<file path="src/fcp_pkg.sv">
package fcp_pkg;
    // clock
    localparam int unsigned CLK_PERIOD_NS = 10;
    // register indices, byte address is four times the index
    localparam logic [15:0] IDX_ADDR_TOP = 16'hA012;
    localparam logic [15:0] IDX_INTP_LO = 16'hA013;
    localparam logic [15:0] IDX_INTP_HI = 16'hA014;
    localparam logic [15:0] IDX_LOW_BOUND = 16'hA025;
    localparam logic [15:0] IDX_HIGH_BOUND = 16'hA026;
    localparam logic [15:0] IDX_GUARD = 16'hA030;
    localparam logic [15:0] IDX_IRQ_STAT = 16'hA031;
    localparam logic [15:0] IDX_IRQ_MASK = 16'hA032;
    localparam int unsigned PADDR_W = 18;
    // reset values
    localparam logic RST_ADDR_TOP = 1'b0;
    localparam logic [7:0] RST_LOW_BOUND = 8'hFF;
    localparam logic [7:0] RST_HIGH_BOUND = 8'h00;
    localparam logic [7:0] RST_INTP = 8'h00;
    localparam logic [1:0] RST_IRQ = 2'h0;
    // field positions
    localparam int unsigned ADDR_TOP_BIT = 0;
    localparam int unsigned UPD_EN_BIT = 7;
    localparam int unsigned UNIT_LSB = 9;
    localparam int unsigned SEG_LSB = 13;
    localparam int unsigned RANGE_BITS = 15;
    localparam logic [7:0] UPD_EN_VALUE = 8'h80;
    localparam int unsigned IRQ_CMD_FAIL = 0;
    localparam int unsigned IRQ_RD_ZERO = 1;
    // timed write guard
    localparam logic [7:0] GUARD_KEY = 8'hA5;
    localparam int unsigned GUARD_WIN_NS = 160;
    localparam int unsigned GUARD_WIN_CYC = GUARD_WIN_NS / CLK_PERIOD_NS;
    localparam int unsigned GUARD_CNT_W = 5;

    typedef enum logic [1:0] {
        FCP_CMD_READ,
        FCP_CMD_ERASE,
        FCP_CMD_WRITE,
        FCP_CMD_OTHER
    } fcp_cmd_e;

    typedef struct packed {
        logic psel;
        logic penable;
        logic pwrite;
        logic [PADDR_W-1:0] paddr;
        logic [31:0] pwdata;
    } fcp_apb_req_s;

    typedef struct packed {
        logic [31:0] prdata;
        logic pready;
        logic pslverr;
    } fcp_apb_rsp_s;

    typedef struct packed {
        logic valid;
        fcp_cmd_e kind;
        logic [15:0] addr;
    } fcp_cmd_req_s;

    typedef struct packed {
        logic go;
        logic fail;
        logic [16:0] addr;
    } fcp_cmd_rsp_s;

    typedef struct packed {
        logic valid;
        logic [16:0] addr;
        logic [7:0] data;
    } fcp_rd_s;
endpackage

</file>
<file path="src/fcp_top.sv">
`timescale 1ns/1ps
// Function
// - bit 0 of the address top register supplies flash address bit 16
// - an erase or write command aimed into a protection zone is not run and reports failure
// - low zone from array bottom, high zone up to array top
// - low bound counts 512-byte units, protects units 0 to value minus one
// - low bound resets to all ones
// - high bound counts 512-byte units, protects value plus one to top unit
// - high bound resets to zero
// - internally protected addresses read as zero for table and byte reads
// - both internal protection registers clear to zero on every reset
// - internal protection bits can only be set by writes
// - update enable set by writing only bit 7; ranges accepted only while set
// - setting any range bit clears update enable until reset
// - fifteen range bits, 8 KB apart up to top; lowest set bit wins
// - internal read protection inactive after reset
// - internal protection writes gated by the timed write guard
// - zone check applies to erase and write commands, failure bit set
module fcp_top
    import fcp_pkg::*;
(
    // clock and reset
    input wire logic I_SYS_CLK,
    input wire logic I_RESET,
    // register bus
    input wire fcp_pkg::fcp_apb_req_s I_APB,
    output fcp_pkg::fcp_apb_rsp_s O_APB,
    // flash commands
    input wire fcp_pkg::fcp_cmd_req_s I_CMD,
    output fcp_pkg::fcp_cmd_rsp_s O_CMD,
    // program and byte reads from the array
    input wire fcp_pkg::fcp_rd_s I_RD,
    output fcp_pkg::fcp_rd_s O_RD,
    // interrupt
    output logic O_IRQ
);
    import fcp_pkg::*;

    typedef struct packed {
        logic addr_top;
        logic [7:0] low_bound;
        logic [7:0] high_bound;
        logic [7:0] prot_lo;
        logic [6:0] prot_hi;
        logic upd_en;
        logic guard_open;
        logic [GUARD_CNT_W-1:0] guard_cnt;
        logic [1:0] irq_stat;
        logic [1:0] irq_mask;
        logic irq;
        fcp_apb_rsp_s apb;
        fcp_cmd_rsp_s cmd;
        fcp_rd_s rd;
    } fcp_state_s;

    localparam fcp_state_s ST_RST = '{
        addr_top: RST_ADDR_TOP,
        low_bound: RST_LOW_BOUND,
        high_bound: RST_HIGH_BOUND,
        prot_lo: RST_INTP,
        prot_hi: RST_INTP[6:0],
        upd_en: RST_INTP[UPD_EN_BIT],
        guard_open: 1'b0,
        guard_cnt: '0,
        irq_stat: RST_IRQ,
        irq_mask: RST_IRQ,
        irq: 1'b0,
        apb: '0,
        cmd: '0,
        rd: '0
    };

    fcp_state_s st_q;
    fcp_state_s st_d;

    // internal protection hit, one comparator per range bit
    logic [RANGE_BITS-1:0] range_bits;
    logic [RANGE_BITS-1:0] seg_hit;
    logic rd_prot;

    assign range_bits = {st_q.prot_hi, st_q.prot_lo};

    // an address at or above bit k's start is covered; the lowest set bit
    // therefore always yields the widest region, which is its priority
    for (genvar k = 0; k < RANGE_BITS; k++) begin : g_seg
        assign seg_hit[k] = range_bits[k] && (I_RD.addr[16:SEG_LSB] > 4'(k));
    end
    assign rd_prot = |seg_hit;

    // zone check on the full command address
    logic [16:0] cmd_full;
    logic [7:0] cmd_unit;
    logic cmd_guarded;
    logic zone_hit;

    assign cmd_full = {st_q.addr_top, I_CMD.addr};
    assign cmd_unit = cmd_full[16:UNIT_LSB];
    assign cmd_guarded = (I_CMD.kind == FCP_CMD_ERASE) || (I_CMD.kind == FCP_CMD_WRITE);
    assign zone_hit = (cmd_unit < st_q.low_bound) || (cmd_unit > st_q.high_bound);

    // bus decode
    logic [15:0] idx;
    logic setup;
    logic wr;
    logic mapped;
    logic [7:0] wdat;

    assign idx = I_APB.paddr[PADDR_W-1:2];
    assign setup = I_APB.psel && !I_APB.penable;
    assign wr = I_APB.psel && I_APB.penable && I_APB.pwrite && st_q.apb.pready;
    assign wdat = I_APB.pwdata[7:0];
    assign mapped = (I_APB.paddr[1:0] == 2'b00) &&
        (idx == IDX_ADDR_TOP || idx == IDX_INTP_LO || idx == IDX_INTP_HI ||
         idx == IDX_LOW_BOUND || idx == IDX_HIGH_BOUND || idx == IDX_GUARD ||
         idx == IDX_IRQ_STAT || idx == IDX_IRQ_MASK);

    always_comb begin
        logic [7:0] rdat;
        logic locked;
        logic [1:0] ev;
        logic [1:0] clr;
        rdat = 8'h00;
        locked = |range_bits;
        ev = 2'b00;
        clr = 2'b00;
        st_d = st_q;

        // bus answer is prepared in the setup cycle so pready and prdata come from flops
        st_d.apb.pready = setup;
        st_d.apb.pslverr = setup && !mapped;
        unique case (idx)
            IDX_ADDR_TOP: rdat = {7'h00, st_q.addr_top};
            IDX_INTP_LO: rdat = st_q.prot_lo;
            IDX_INTP_HI: rdat = {st_q.upd_en, st_q.prot_hi};
            IDX_LOW_BOUND: rdat = st_q.low_bound;
            IDX_HIGH_BOUND: rdat = st_q.high_bound;
            IDX_GUARD: rdat = {7'h00, st_q.guard_open};
            IDX_IRQ_STAT: rdat = {6'h00, st_q.irq_stat};
            IDX_IRQ_MASK: rdat = {6'h00, st_q.irq_mask};
            default: rdat = 8'h00;
        endcase
        st_d.apb.prdata = (setup && mapped) ? {24'h0000_00, rdat} : 32'h0000_0000;

        // guard window: opens on the key, shuts after one write to a guarded register or on timeout
        if (st_q.guard_open) begin
            if (st_q.guard_cnt <= GUARD_CNT_W'(1)) begin
                st_d.guard_open = 1'b0;
            end
            st_d.guard_cnt = st_q.guard_cnt - GUARD_CNT_W'(1);
        end

        if (wr && mapped) begin
            if (idx == IDX_GUARD) begin
                st_d.guard_open = (wdat == GUARD_KEY);
                st_d.guard_cnt = (wdat == GUARD_KEY) ? GUARD_CNT_W'(GUARD_WIN_CYC) : '0;
            end else if (idx == IDX_IRQ_STAT) begin
                clr = I_APB.pwdata[1:0];
            end else if (idx == IDX_IRQ_MASK) begin
                st_d.irq_mask = I_APB.pwdata[1:0];
            end else begin
                // unguarded writes to protected registers are dropped silently
                st_d.guard_open = 1'b0;
                st_d.guard_cnt = '0;
                if (st_q.guard_open) begin
                    unique case (idx)
                        IDX_ADDR_TOP: st_d.addr_top = wdat[ADDR_TOP_BIT];
                        IDX_LOW_BOUND: st_d.low_bound = wdat;
                        IDX_HIGH_BOUND: st_d.high_bound = wdat;
                        IDX_INTP_LO: begin
                            if (st_q.upd_en && |wdat) begin
                                st_d.prot_lo = st_q.prot_lo | wdat;
                                st_d.upd_en = 1'b0;
                            end
                        end
                        IDX_INTP_HI: begin
                            if (st_q.upd_en && |wdat[6:0]) begin
                                st_d.prot_hi = st_q.prot_hi | wdat[6:0];
                                st_d.upd_en = 1'b0;
                            end else if (wdat == UPD_EN_VALUE && !locked) begin
                                st_d.upd_en = 1'b1;
                            end
                        end
                        default: st_d.addr_top = st_q.addr_top;
                    endcase
                end
            end
        end

        // commands: one-cycle verdict with the full address
        st_d.cmd.go = I_CMD.valid && !(cmd_guarded && zone_hit);
        st_d.cmd.fail = I_CMD.valid && cmd_guarded && zone_hit;
        st_d.cmd.addr = I_CMD.valid ? cmd_full : st_q.cmd.addr;
        ev[IRQ_CMD_FAIL] = I_CMD.valid && cmd_guarded && zone_hit;

        // reads: protected bytes are replaced, fetches included
        st_d.rd.valid = I_RD.valid;
        st_d.rd.addr = I_RD.addr;
        st_d.rd.data = rd_prot ? 8'h00 : I_RD.data;
        ev[IRQ_RD_ZERO] = I_RD.valid && rd_prot;

        // a new event wins over a clear in the same cycle
        st_d.irq_stat = (st_q.irq_stat & ~clr) | ev;
        st_d.irq = |(st_d.irq_stat & st_d.irq_mask);
    end

    // every reset source arrives on I_RESET
    always_ff @(posedge I_SYS_CLK) begin
        if (I_RESET) begin
            st_q <= ST_RST;
        end else begin
            st_q <= st_d;
        end
    end

    assign O_APB = st_q.apb;
    assign O_CMD = st_q.cmd;
    assign O_RD = st_q.rd;
    assign O_IRQ = st_q.irq;
endmodule

</file>
<file path="config.mk">
export PLATFORM = sky130hd
export DESIGN_NAME = fcp_top
export DESIGN_NICKNAME = d
export VERILOG_FILES = /design/src/fcp_pkg.sv /design/src/fcp_top.sv
export SDC_FILE = /design/constraint.sdc
export NUM_CORES = 1
export LEC_CHECK = 0
export BUFFER_PORTS_ARGS = -buffer_cell sky130_fd_sc_hd__buf_2
export CORE_MARGIN = 4
export CORE_UTILIZATION = 40
export DETAILED_ROUTE_END_ITERATION = 16
export GPL_TIMING_DRIVEN = 0
export PLACE_DENSITY = 0.67
export SYNTH_ARGS = -nofsm -noshare
export SYNTH_HDL_FRONTEND = slang
export SYNTH_SLANG_ARGS = --single-unit
</file>
<file path="constraint.sdc">
create_clock -name I_SYS_CLK -period 3 [get_ports I_SYS_CLK]
set_input_delay 0.6 -clock I_SYS_CLK [delete_from_list [all_inputs] [get_ports I_SYS_CLK]]
set_output_delay 0.6 -clock I_SYS_CLK [all_outputs]
set_load 0.1 [all_outputs]
</file>
Word-level counts from Yosys, hierarchy flattened
Index checks and enable logic that the tools add are counted.
- equality and inequality tests: 14
- add/sub/neg operators: 1
- mux-type cells: 19
- reductions and logical operators: 59
- order comparisons: 18
- bitwise logic cells: 10
- operators by type and width (kind ; count):
    16-bit == test (second input constant) ; 8
    8-bit one-hot mux with 8 select lines ; 1
    1-bit logical AND ; 31
    6-bit two-way mux ; 5
    15-bit OR reduction ; 2
    4-bit greater-than comparator (second input constant) ; 7
    6-bit AND reduction ; 3
    8-bit == test (second input constant) ; 2
    4-bit by 3-bit greater-than comparator with 1-bit output (second input constant) ; 4
    16-bit OR reduction ; 1
    2-bit two-way mux ; 7
    7-bit AND reduction ; 2
    1-bit logical OR ; 9
    4-bit by 1-bit greater-than comparator with 1-bit output (second input constant) ; 2
    4-bit by 2-bit greater-than comparator with 1-bit output (second input constant) ; 2
    8-bit greater-than comparator ; 1
    8-bit < comparator ; 1
    8-bit bitwise OR ; 1
    8-bit AND reduction ; 1
    8-bit OR reduction ; 1
    7-bit bitwise OR ; 1
    7-bit OR reduction ; 1
    5-bit by 1-bit less-or-equal comparator with 1-bit output (second input constant) ; 1
    5-bit two-way mux ; 1
    15 further kinds ; 26
- output and inout port bits: 80
- logic and storage cells: 142
- flip-flop bits (word level): 123

Logic depth before layout (Yosys ltp)
Gate-level depths: netlist (run 1).
- depth after elaboration: 16
- gate-level depth with buffers: 8
- gate-level depth less buffers: 8

Worst setup path after synthesis (run 1)
Ideal clock, no wire load.
- path kind: input to register
- start point: in I_APB[41] (netlist name)
- end point: reg st_q[114] (netlist name)
- setup slack: 558 ps
- cell stages on the path: 6
- path buffers: 1
- data arrival time: 2323 ps
- required time: 2880 ps
- cell sequence: or3_4 nand3b_2 a311oi_4 nand3_4 buf_6 a211o_1
- cells in the longest elaborated chain, start to end: 11
- ends and longest elaborated chain (element ; line ; RTL):
    start: declaration ; fcp_top.sv:26 ; input wire fcp_pkg::fcp_apb_req_s I_APB,
    16-bit == test ; fcp_top.sv:113 ; (idx == IDX_ADDR_TOP || idx == IDX_INTP_LO || idx == IDX_INTP_HI ||
    1-bit logical OR (3 in a row) ; fcp_top.sv:113 ;
    1-bit logical OR (3 in a row) ; fcp_top.sv:114 ; idx == IDX_LOW_BOUND || idx == IDX_HIGH_BOUND || idx == IDX_GUARD ||
    1-bit logical OR ; fcp_top.sv:115 ; idx == IDX_IRQ_STAT || idx == IDX_IRQ_MASK);
    1-bit logical AND ; fcp_top.sv:112 ; assign mapped = (I_APB.paddr[1:0] == 2'b00) &&
    1-bit logical AND ; fcp_top.sv:152 ; if (wr && mapped) begin
    6-bit AND reduction (no line) * ; n/a ;
    end signal: assignment ; fcp_top.sv:211 ; st_q <= st_d;
    end: declaration ; fcp_top.sv:73 ; fcp_state_s st_q;
Every way passes the cells marked *; elsewhere a longest branch is shown, timed or not.
A chain may end at the register's enable or synchronous reset.

Worst setup path after layout (run 1)
- start point: in I_APB[48] (netlist name)
- end point: reg st_q (netlist bit range_bits[0])
- cells in the longest elaborated chain, start to end: 11
- ends and longest elaborated chain (element ; line):
    16-bit == test, on equally long branches ; fcp_top.sv:113, fcp_top.sv:165
    1-bit logical OR (3 in a row) ; fcp_top.sv:113
    1-bit logical OR (3 in a row) ; fcp_top.sv:114
    1-bit logical OR ; fcp_top.sv:115
    1-bit logical AND ; fcp_top.sv:112
    1-bit logical AND ; fcp_top.sv:152
    7-bit AND reduction (no line) * ; n/a
Marks and branches as above.

==> flow_metrics.py, run 1 <==
metrics = {
    "die": {
        "die_w_um": 118,
        "start_util_pct": 41.6,
        "die_y_um": 118,
        "io_pins": 180,
        "die-area_um2": 13900,
        "core_area_um2": 11700,
        "rows": 39,
    },
    "critical_path": {
        "crit_type": "in2reg",
        "crit_fanout": 10,
        "required_ns": 3.27,
        "r2r_setup_slack_ns": 0.80,
        "startpoint_type": "input port",
        "setup.worst_path.end_class": "flip-flop",
        "cp.arrival_ns": 2.87,
    },
    "power_and_ir_drop": {
        "finalPower_mw": 3.10,
        "pwr-share-seq_pct": 44.0,
        "power.internal_mw": 2.11,
        "swShare_pct": 31.9,
        "p_clk_share_pct": 34.5,
        "leakage_nw": 2.96,
        "p_per_area_nw_per_um2": 513,
        "irDropWorstVdd_mv": 0.242,
        "p_comb_share_pct": 21.5,
        "power.switching_mw": 0.988,
    },
    "sta": {
        "holdWs_ns": 0.459,
        "skew_ns": 0.00561,
        "slew_headroom_pct": 38.1,
        "setup_viol": 0,
        "final-hold-violation-count": 0,
        "fin_crit_sh_pct": 86.5,
        "worst_pin_slew_ns": 0.921,
        "period_minus_slack_ns": 2.60,
        "rsz0062_at_grt": "false",
        "max_freq_mhz": 385,
        "slew_viol_final": 0,
    },
    "place": {
        "numPortBuffers": 129,
        "place_congestion": 0.877,
        "hpwl_mm": 9.68,
    },
    "global_routing": {
        "grt_pass1_wl_mm": 19.7,
        "grt_max_degree": 15,
        "track_usage_pct": 17.3,
        "gr-total-overflow": 0,
        "antenna_found_initial": 0,
        "grt_pass1_vias": 4082,
    },
    "cts": {
        "tritoncts.num_buffers": 9,
        "clock-sinks": 99,
        "post_cts_buffers": 0,
        "cts_hold_buf": 0,
        "cts_tree": "done",
        "cts_max_level": 3,
        "cts_resized": 0,
        "clockRootBuffer": "clkbuf_16",
        "cts_buffer_depth": 2,
        "clkTransAtPathRegs_ns": 0.06,
        "clkLatencyLatePin_ns": 0.34,
    },
    "run": {
        "drv_cap": 0,
    },
    "synth": {
        "synthMostInstantiatedCell": "dfxtp_1",
        "synth_area_leaders": "dfxtp_1 (41%), buf_4 (12%), mux2i_1 (6.0%), nor2_1 (5.0%), ha_1 (4.4%)",
        "synth_cell_types": 66,
        "synthSimpleGateAreaFrac_pct": 17.5,
        "synth_edf_count": 0,
        "yosysWarnings": 0,
        "synth_async_sr_flop_share_pct": 0,
        "synth_top_family_by_area": "simple AND/OR/NAND/NOR gates",
        "synth_top_area_share_pct": 40.9,
        "postSynthCellCount": 532,
        "synthFlopType": "dfxtp_1",
        "seq_area_frac_synth_pct": 40.9,
        "synthAdderAreaFrac_pct": 4.59,
        "synth_xor_area_share_pct": 0.903,
        "synthMuxAreaShare_pct": 5.99,
        "synth_common_cells": "dfxtp_1 (99), buf_4 (80), nor2_1 (64)",
        "synth_compound_area_share_pct": 13.6,
        "syn_avg_cell_area_um2": 9.11,
        "ys_ff_latch": 99,
        "yosysTopAreaCell": "dfxtp_1",
        "synthesis.area_um2": 4850,
    },
    "finish": {
        "area_growth_syn_to_layout_pct": 24.5,
        "fin_nets": 812,
        "drive_above_1_share_pct": 34.0,
        "diodes": 0,
    },
    "detailed_routing": {
        "first_pass_iters": 5,
        "drc": 0,
        "vias": 4152,
        "wl_per_cell_um": 14.5,
        "ant_nets": 0,
        "drt-vias-per-instance": 4.94,
        "drtIter0Drc": 268,
        "routed_wl_mm": 12.2,
    },
    "outcome": {
        "outcome": "complete, no violations",
    },
    "worst_hold_path": {
        "hold_path_class": "in2reg",
    },
}
-- critical path: stages --
cell and delay (ns):
buf_2 0.10, nor4b_1 0.46, nand3b_2 0.36, nor4_4 0.68
and3_1 0.25, buf_2 0.21, a21oi_1 0.10, nor2_1 0.11
-- final cells by class --
class / instances / area [um^2]
multi-input cells: 330 / 2160
fillers: 1125 / 5630
repair buffers: 129 / 646
inverters: 31 / 116
clock buffers: 12 / 256
plain buffers: 95 / 682
flip-flops and latches: 99 / 1980
well taps: 143 / 179
clock inverters: 2 / 12.5
-- power groups by stage --
stage / Clock, mW / Sequential (mW) / Combinational [mW]
2_1_floorplan: 0 / 1.39 / 0.545
3_3_place_gp: 0 / 1.39 / 0.661
3_5_place_dp: 0 / 1.39 / 0.668
4_1_cts: 1.10 / 1.36 / 0.669
5_1_grt: 1.15 / 1.36 / 0.700
6_report: 1.07 / 1.36 / 0.667
-- per-layer routing --
| layer | vias up | routed length, um | track usage, % | part of all wire [%] |
|---|---|---|---|---|
| met1 | 1933 | 5410 | 22.3 | 44 |
| li1 | 2068 | - | - | - |
| met3 | 15 | 616 | 2.55 | 5.0 |
| met2 | 136 | 6040 | 29.5 | 49 |
| met4 | 0 | 152 | 5.64 | 1.2 |
| met5 | - | 0 | 0 | 0 |
-- flip-flops by register name, indices dropped and copies added (netlist names) --
name	count
range_bits	15
O_APB	10
cmd_full	1
O_RD	26
O_IRQ	1
O_CMD	19
st_q	27
-- kinds of logic (layout without fill, tap and decap cells) --
kind of cell / after synthesis / after routing
xor gates and xnor gates: 5 / 5
DFF: 99 / 99
and+or+nand+nor: 160 / 160
adders and majority gates: 18 / 18
other: 1 / 24
AOI/OAI and AO/OA: 94 / 94
muxes: 29 / 29
buffers and inverters: 126 / 269
-- layout by cell type, fill, tap and decap left out, types with 17 or more instances in the layout --
cell type / count
buf_2: 130
dfxtp_1: 99
buf_4: 80
nand2_1: 17
ha_1: 17
conb_1: 24
a21oi_1: 30
inv_1: 30
nor2_1: 64
mux2i_1: 29
nor2b_1: 22
-- metrics by stage --
step / instance area [um^2] / worst slack [ns] / util [%] / setup TNS (ns) / cells
2_1_floorplan: 4930 / 0.558 / - / 0 / 555
3_3_place_gp: 5760 / -0.293 / 49.4 / -0.876 / 827
3_5_place_dp: 5770 / 0.120 / 49.4 / 0 / 827
4_1_cts: 6030 / 0.467 / 51.7 / 0 / 841
5_1_grt: 6030 / 0.240 / 51.7 / 0 / 841
6_report: 6030 / 0.404 / 51.7 / 0 / 841
-- path summary, 6_finish.rpt --
kind | startpoint | to | cells past startpoint
worst max-delay path | I_APB[48] | range_bits[0] | 8
worst min-delay path | I_RD[4] | O_RD[4] | 2
worst max register to register | st_q[89] | st_q[111] | 7
worst min register to register | st_q[111] | O_APB[7] | 2
No activity file was read; power rests on OpenSTA's default activity.
==> run 2: changes to the inputs <==
SETUP_SLACK_MARGIN = 0.5   (was unset)
==> flow_metrics.py, run 2 (same netlist as run 1, synthesis figures left out) <==
metrics = {
    "power_and_ir_drop": {
        "irDropWorstVdd_mv": 0.242,
        "power.internal_mw": 2.11,
        "p_comb_share_pct": 21.6,
        "swShare_pct": 32.0,
        "pwr-share-seq_pct": 43.8,
        "p_per_area_nw_per_um2": 506,
        "leakage_nw": 3.03,
        "finalPower_mw": 3.11,
        "p_clk_share_pct": 34.6,
        "power.switching_mw": 0.995,
    },
    "die": {
        "io_pins": 180,
        "rows": 39,
        "die_w_um": 118,
        "die-area_um2": 13900,
        "die_y_um": 118,
        "start_util_pct": 41.6,
        "core_area_um2": 11700,
    },
    "global_routing": {
        "grt_max_degree": 15,
        "grt_pass1_wl_mm": 19.7,
        "grt.met1_usage_pct": 22.3,
        "grtUsageMet3_pct": 2.55,
        "track_usage_pct": 17.3,
        "met2_usage_pct": 29.5,
        "antenna_found_initial": 0,
        "grt_pass1_vias": 4084,
        "gr-total-overflow": 0,
        "grt-busiest-layer": "met2",
    },
    "cts": {
        "cts_max_level": 3,
        "clockRootBuffer": "clkbuf_16",
        "cts_tree": "done",
        "cts_buffer_depth": 2,
        "clkLatencyLatePin_ns": 0.34,
        "clkTransAtPathRegs_ns": 0.06,
        "clock-sinks": 99,
        "tritoncts.num_buffers": 9,
    },
    "sta": {
        "period_minus_slack_ns": 2.40,
        "final-hold-violation-count": 0,
        "slew_headroom_pct": 53.4,
        "setup_slack_ns": 0.596,
        "setup_viol": 0,
        "worst_pin_slew_ns": 0.698,
        "max_freq_mhz": 416,
        "skew_ns": 0.00611,
        "holdWs_ns": 0.459,
        "slew_viol_final": 0,
        "final.setup.tns_ns": 0,
        "fin_crit_sh_pct": 80.1,
        "rsz0062_at_grt": "false",
    },
    "critical_path": {
        "startpoint_type": "input port",
        "path_cells": "buf_2 -> or3_4 -> nand3b_2 -> buf_4 -> a311oi_4 -> buf_4 -> nand3_4 -> buf_6 -> a211o_1",
        "critPathCapture": "st_q[117]",
        "crit_cells": 9,
        "cpPeakStageDelay_ns": 0.42,
        "reg2reg_from": "st_q[116]",
        "setup.worst_path.end_class": "flip-flop",
        "crit_path_top_delay_cell": "or3_4",
        "required_ns": 3.23,
        "r2r_setup_slack_ns": 0.84,
        "crit_fanout": 10,
        "rr_worst_depth": 8,
        "cp.arrival_ns": 2.63,
        "crit_type": "in2reg",
        "r2r-end": "O_IRQ",
        "cpMostUsedCell": "buf_4",
        "path_delay_family": "simple AND/OR/NAND/NOR gates",
        "cp.buffers_inverters": 4,
        "setup.worst_path.start": "I_APB[41]",
    },
    "finish": {
        "nFillCells": 1126,
        "fin_nets": 819,
        "top_register": "st_q",
        "largest_register_ffs": 27,
        "layout_commonest_cell": "buf_2",
        "diodes": 0,
        "area_growth_syn_to_layout_pct": 26.5,
        "drive_above_1_share_pct": 35.5,
        "final_cell_mix": "buf_2 (130), dfxtp_1 (99), buf_4 (87)",
        "post-route-util_pct": 52.6,
    },
    "detailed_routing": {
        "wl_per_cell_um": 14.6,
        "routed_wl_mm": 12.4,
        "drtIter0Drc": 273,
        "drt-vias-per-instance": 4.91,
        "drc": 0,
        "first_pass_iters": 5,
        "vias": 4162,
        "ant_nets": 0,
    },
    "place": {
        "numPortBuffers": 129,
        "preCtsSetupSlack_ns": 0.120,
        "hpwl_mm": 9.68,
        "place_congestion": 0.877,
    },
    "run": {
        "drv_cap": 0,
    },
    "outcome": {
        "outcome": "complete, no violations",
    },
    "worst_hold_path": {
        "hold_path_class": "in2reg",
    },
}
run 2: cell type report:
type                       count  area [um^2]  share of cell area [%]
buffer                        95          682                    11.1
clock buffer                  12          256                    4.18
clock inverter                 2         12.5                   0.204
inverter                      31          116                    1.90
multi-input combinational    330         2210                    36.0
sequential                    99         1980                    32.3
tap                          143          179                    2.92
timing repair buffer         136          698                    11.4
run 2: power by group through the flow:
stage          Clock, mW  Sequential [mW]  Combinational (mW)
2_1_floorplan          0             1.39               0.545
3_3_place_gp           0             1.39               0.661
3_5_place_dp           0             1.39               0.668
4_1_cts             1.10             1.36               0.669
5_1_grt             1.15             1.36               0.704
6_report            1.07             1.36               0.671
run 2: how the worst min path moves through the flow:
stage               from       end  slack [ns]  cells past startpoint
2_1_floorplan  st_q[110]  O_APB[6]        0.45                      2
3_3_place_gp   st_q[110]  O_APB[6]        0.47                      2
3_5_place_dp   st_q[110]  O_APB[6]        0.47                      2
4_1_cts          I_RD[4]   O_RD[4]        0.45                      2
5_1_grt          I_RD[5]   O_RD[5]        0.47                      2
6_report         I_RD[4]   O_RD[4]        0.46                      2
run 2: timing repair:
action,4_1_cts,5_1_grt
setup buffers,0,7
pin swaps,1,3
gates resized for setup,0,8
endpoints found under the setup margin,7,38
hold buffers,0,0
run 2: per-stage QoR:
stage	instances	cell area [um^2]
finish	848	6130
global route	848	6130
CTS	841	6030
detailed placement	827	5770
global placement	827	5760
floorplan	555	4930
run 2: worst register-to-register path, delay by kind of cell (launching register included):
family,cells,cell delay (ns)
AOI/OAI and AO/OA,6,1.34
adders and majority gates,1,0.29
buffers and inverters,1,0.07
DFF,1,0.39
run 2: routing by layer:
metal  vias up  share of wire, %
met5         -                 0
met4         0               1.2
met3        14               5.0
met2       139                50
met1      1934                44
li1       2075                 -
==> run 3: changes to the inputs <==
PLACE_DENSITY = 0.7   (was 0.67)
clock period = 2.2 ns   (was 3 ns; I/O delays follow)
==> flow_metrics.py, run 3 (same netlist as run 1, synthesis figures left out) <==
metrics = {
    "detailed_routing": {
        "drc": 0,
        "drtIter0Drc": 237,
        "wl_per_cell_um": 15.6,
        "drt-vias-per-instance": 5.01,
        "routed_wl_mm": 13.7,
        "vias": 4408,
        "ant_nets": 0,
        "first_pass_iters": 5,
    },
    "cts": {
        "clock-sinks": 99,
        "clockRootBuffer": "clkbuf_16",
        "cts_buffer_depth": 2,
        "cts_max_level": 3,
        "cts_tree": "done",
        "clkLatencyLatePin_ns": 0.34,
        "tritoncts.num_buffers": 9,
        "clkTransAtPathRegs_ns": 0.07,
    },
    "worst_hold_path": {
        "hold_path_end": "O_RD[7]",
        "hold_path_class": "in2reg",
        "hold_path_depth": 2,
        "hp-start": "I_RD[7]",
    },
    "place": {
        "preCtsSetupSlack_ns": -0.786,
        "hpwl_mm": 9.88,
        "place_congestion": 0.895,
        "place_area_um2": 5820,
        "numPortBuffers": 129,
        "dp_cells": 827,
    },
    "sta": {
        "setup_slack_ns": 0.260,
        "slew_headroom_pct": 57.3,
        "fin_crit_sh_pct": 88.2,
        "period_minus_slack_ns": 1.94,
        "slew_viol_final": 0,
        "rsz0062_at_grt": "true",
        "setup_viol": 0,
        "worst_pin_slew_ns": 0.641,
        "final-hold-violation-count": 0,
        "skew_ns": 0.00919,
        "max_freq_mhz": 515,
    },
    "finish": {
        "post-route-util_pct": 58.9,
        "area_growth_syn_to_layout_pct": 41.6,
        "top_register": "st_q",
        "largest_register_ffs": 27,
        "diodes": 0,
        "stdcell_area_um2": 6870,
        "final_cell_count_no_fill": 880,
        "drive_above_1_share_pct": 47.2,
        "layout_commonest_cell": "buf_2",
        "final_cell_mix": "buf_2 (123), buf_4 (108), dfxtp_1 (83)",
        "fin_nets": 849,
    },
    "run": {
        "drv_cap": 0,
    },
    "power_and_ir_drop": {
        "irDropWorstVdd_mv": 0.412,
        "leakage_nw": 3.34,
        "p_per_area_nw_per_um2": 643,
    },
    "critical_path": {
        "startpoint_type": "input port",
        "r2r-end": "st_q[116]",
        "setup.worst_path.end_class": "flip-flop",
        "r2r_setup_slack_ns": 0.30,
        "required_ns": 2.43,
        "crit_fanout": 5,
        "crit_type": "in2reg",
        "reg2reg_from": "st_q[89]",
        "cp.arrival_ns": 2.17,
        "rr_worst_depth": 8,
    },
    "global_routing": {
        "gr-total-overflow": 0,
        "grt_pass1_wl_mm": 21.5,
        "track_usage_pct": 18.9,
        "grt_pass1_vias": 4291,
        "grt_max_degree": 18,
        "antenna_found_initial": 0,
    },
    "outcome": {
        "outcome": "complete, no violations",
    },
    "die": {
        "die_w_um": 118,
        "die-area_um2": 13900,
        "io_pins": 180,
        "die_y_um": 118,
        "start_util_pct": 41.6,
        "rows": 39,
        "core_area_um2": 11700,
    },
}
run 3: cell types whose count changed in the layout (fill, tap and decap cells not counted), moves of 4 or more:
cell | previous run | this run
a21oi_2 | 0 | 13
nor2_1 | 64 | 60
ha_1 | 17 | 13
buf_6 | 1 | 15
buf_4 | 87 | 108
buf_2 | 130 | 123
a21oi_1 | 30 | 14
dfxtp_1 | 99 | 83
dfxtp_2 | 0 | 15
clkinvlp_4 | 1 | 5
run 3: where the power goes:
group	switching, mW	internal, mW
Combinational	0.722	0.257
Sequential	0.0168	1.84
Clock	0.694	0.885
Total	1.43	2.98
run 3: timing repair:
item                                    CTS  global route
hold buffers                              0             0
setup buffers                            20            14
pin swaps                                26            30
gates cloned                              3             0
endpoints found under the setup margin   60            62
resized for setup                        59            56
run 3: worst max path at each step:
stage / start / end / slack (ns)
2_1_floorplan: I_APB[43] / st_q[114] / 0.04
3_3_place_gp: I_APB[45] / O_APB[3] / -0.75
3_5_place_dp: I_APB[48] / O_APB[3] / -0.79
4_1_cts: I_APB[39] / st_q[117] / 0.26
5_1_grt: I_APB[43] / st_q[116] / 0.23
6_report: I_APB[43] / st_q[116] / 0.26
run 3: stage by stage:
| stage | hold slack, ns | power, mW | setup TNS, ns |
|---|---|---|---|
| final | 0.293 | 4.41 | 0 |
| after global routing | 0.299 | 4.57 | 0 |
| after CTS | 0.288 | 4.42 | 0 |
| after detailed placement | 0.487 | 2.82 | -15.42 |
| after global placement | 0.474 | 2.80 | -15.16 |
| after floorplan | 0.449 | 2.64 | 0 |
run 3: critical path, stage by stage:
cell      delay, ns
buf_6          0.09
or3_4          0.40
nand3b_4       0.23
a311oi_4       0.29
buf_6          0.17
nand3_4        0.11
buf_6          0.15
a211o_1        0.28
run 3: layout make-up:
type	instances	area, um^2
inverters	31	116
clock inverters	7	76.3
fillers	1033	4800
flip-flops and latches	99	2000
repair buffers	165	992
multi-input cells	331	2560
clock buffers	9	225
well taps	143	179
plain buffers	95	713
run 3: layer usage:
metal  wire length, um  global-route usage, %
met3               818                   3.84
met5                 0                      0
met4               212                   5.86
met2              6970                   33.7
met1              5680                   22.7
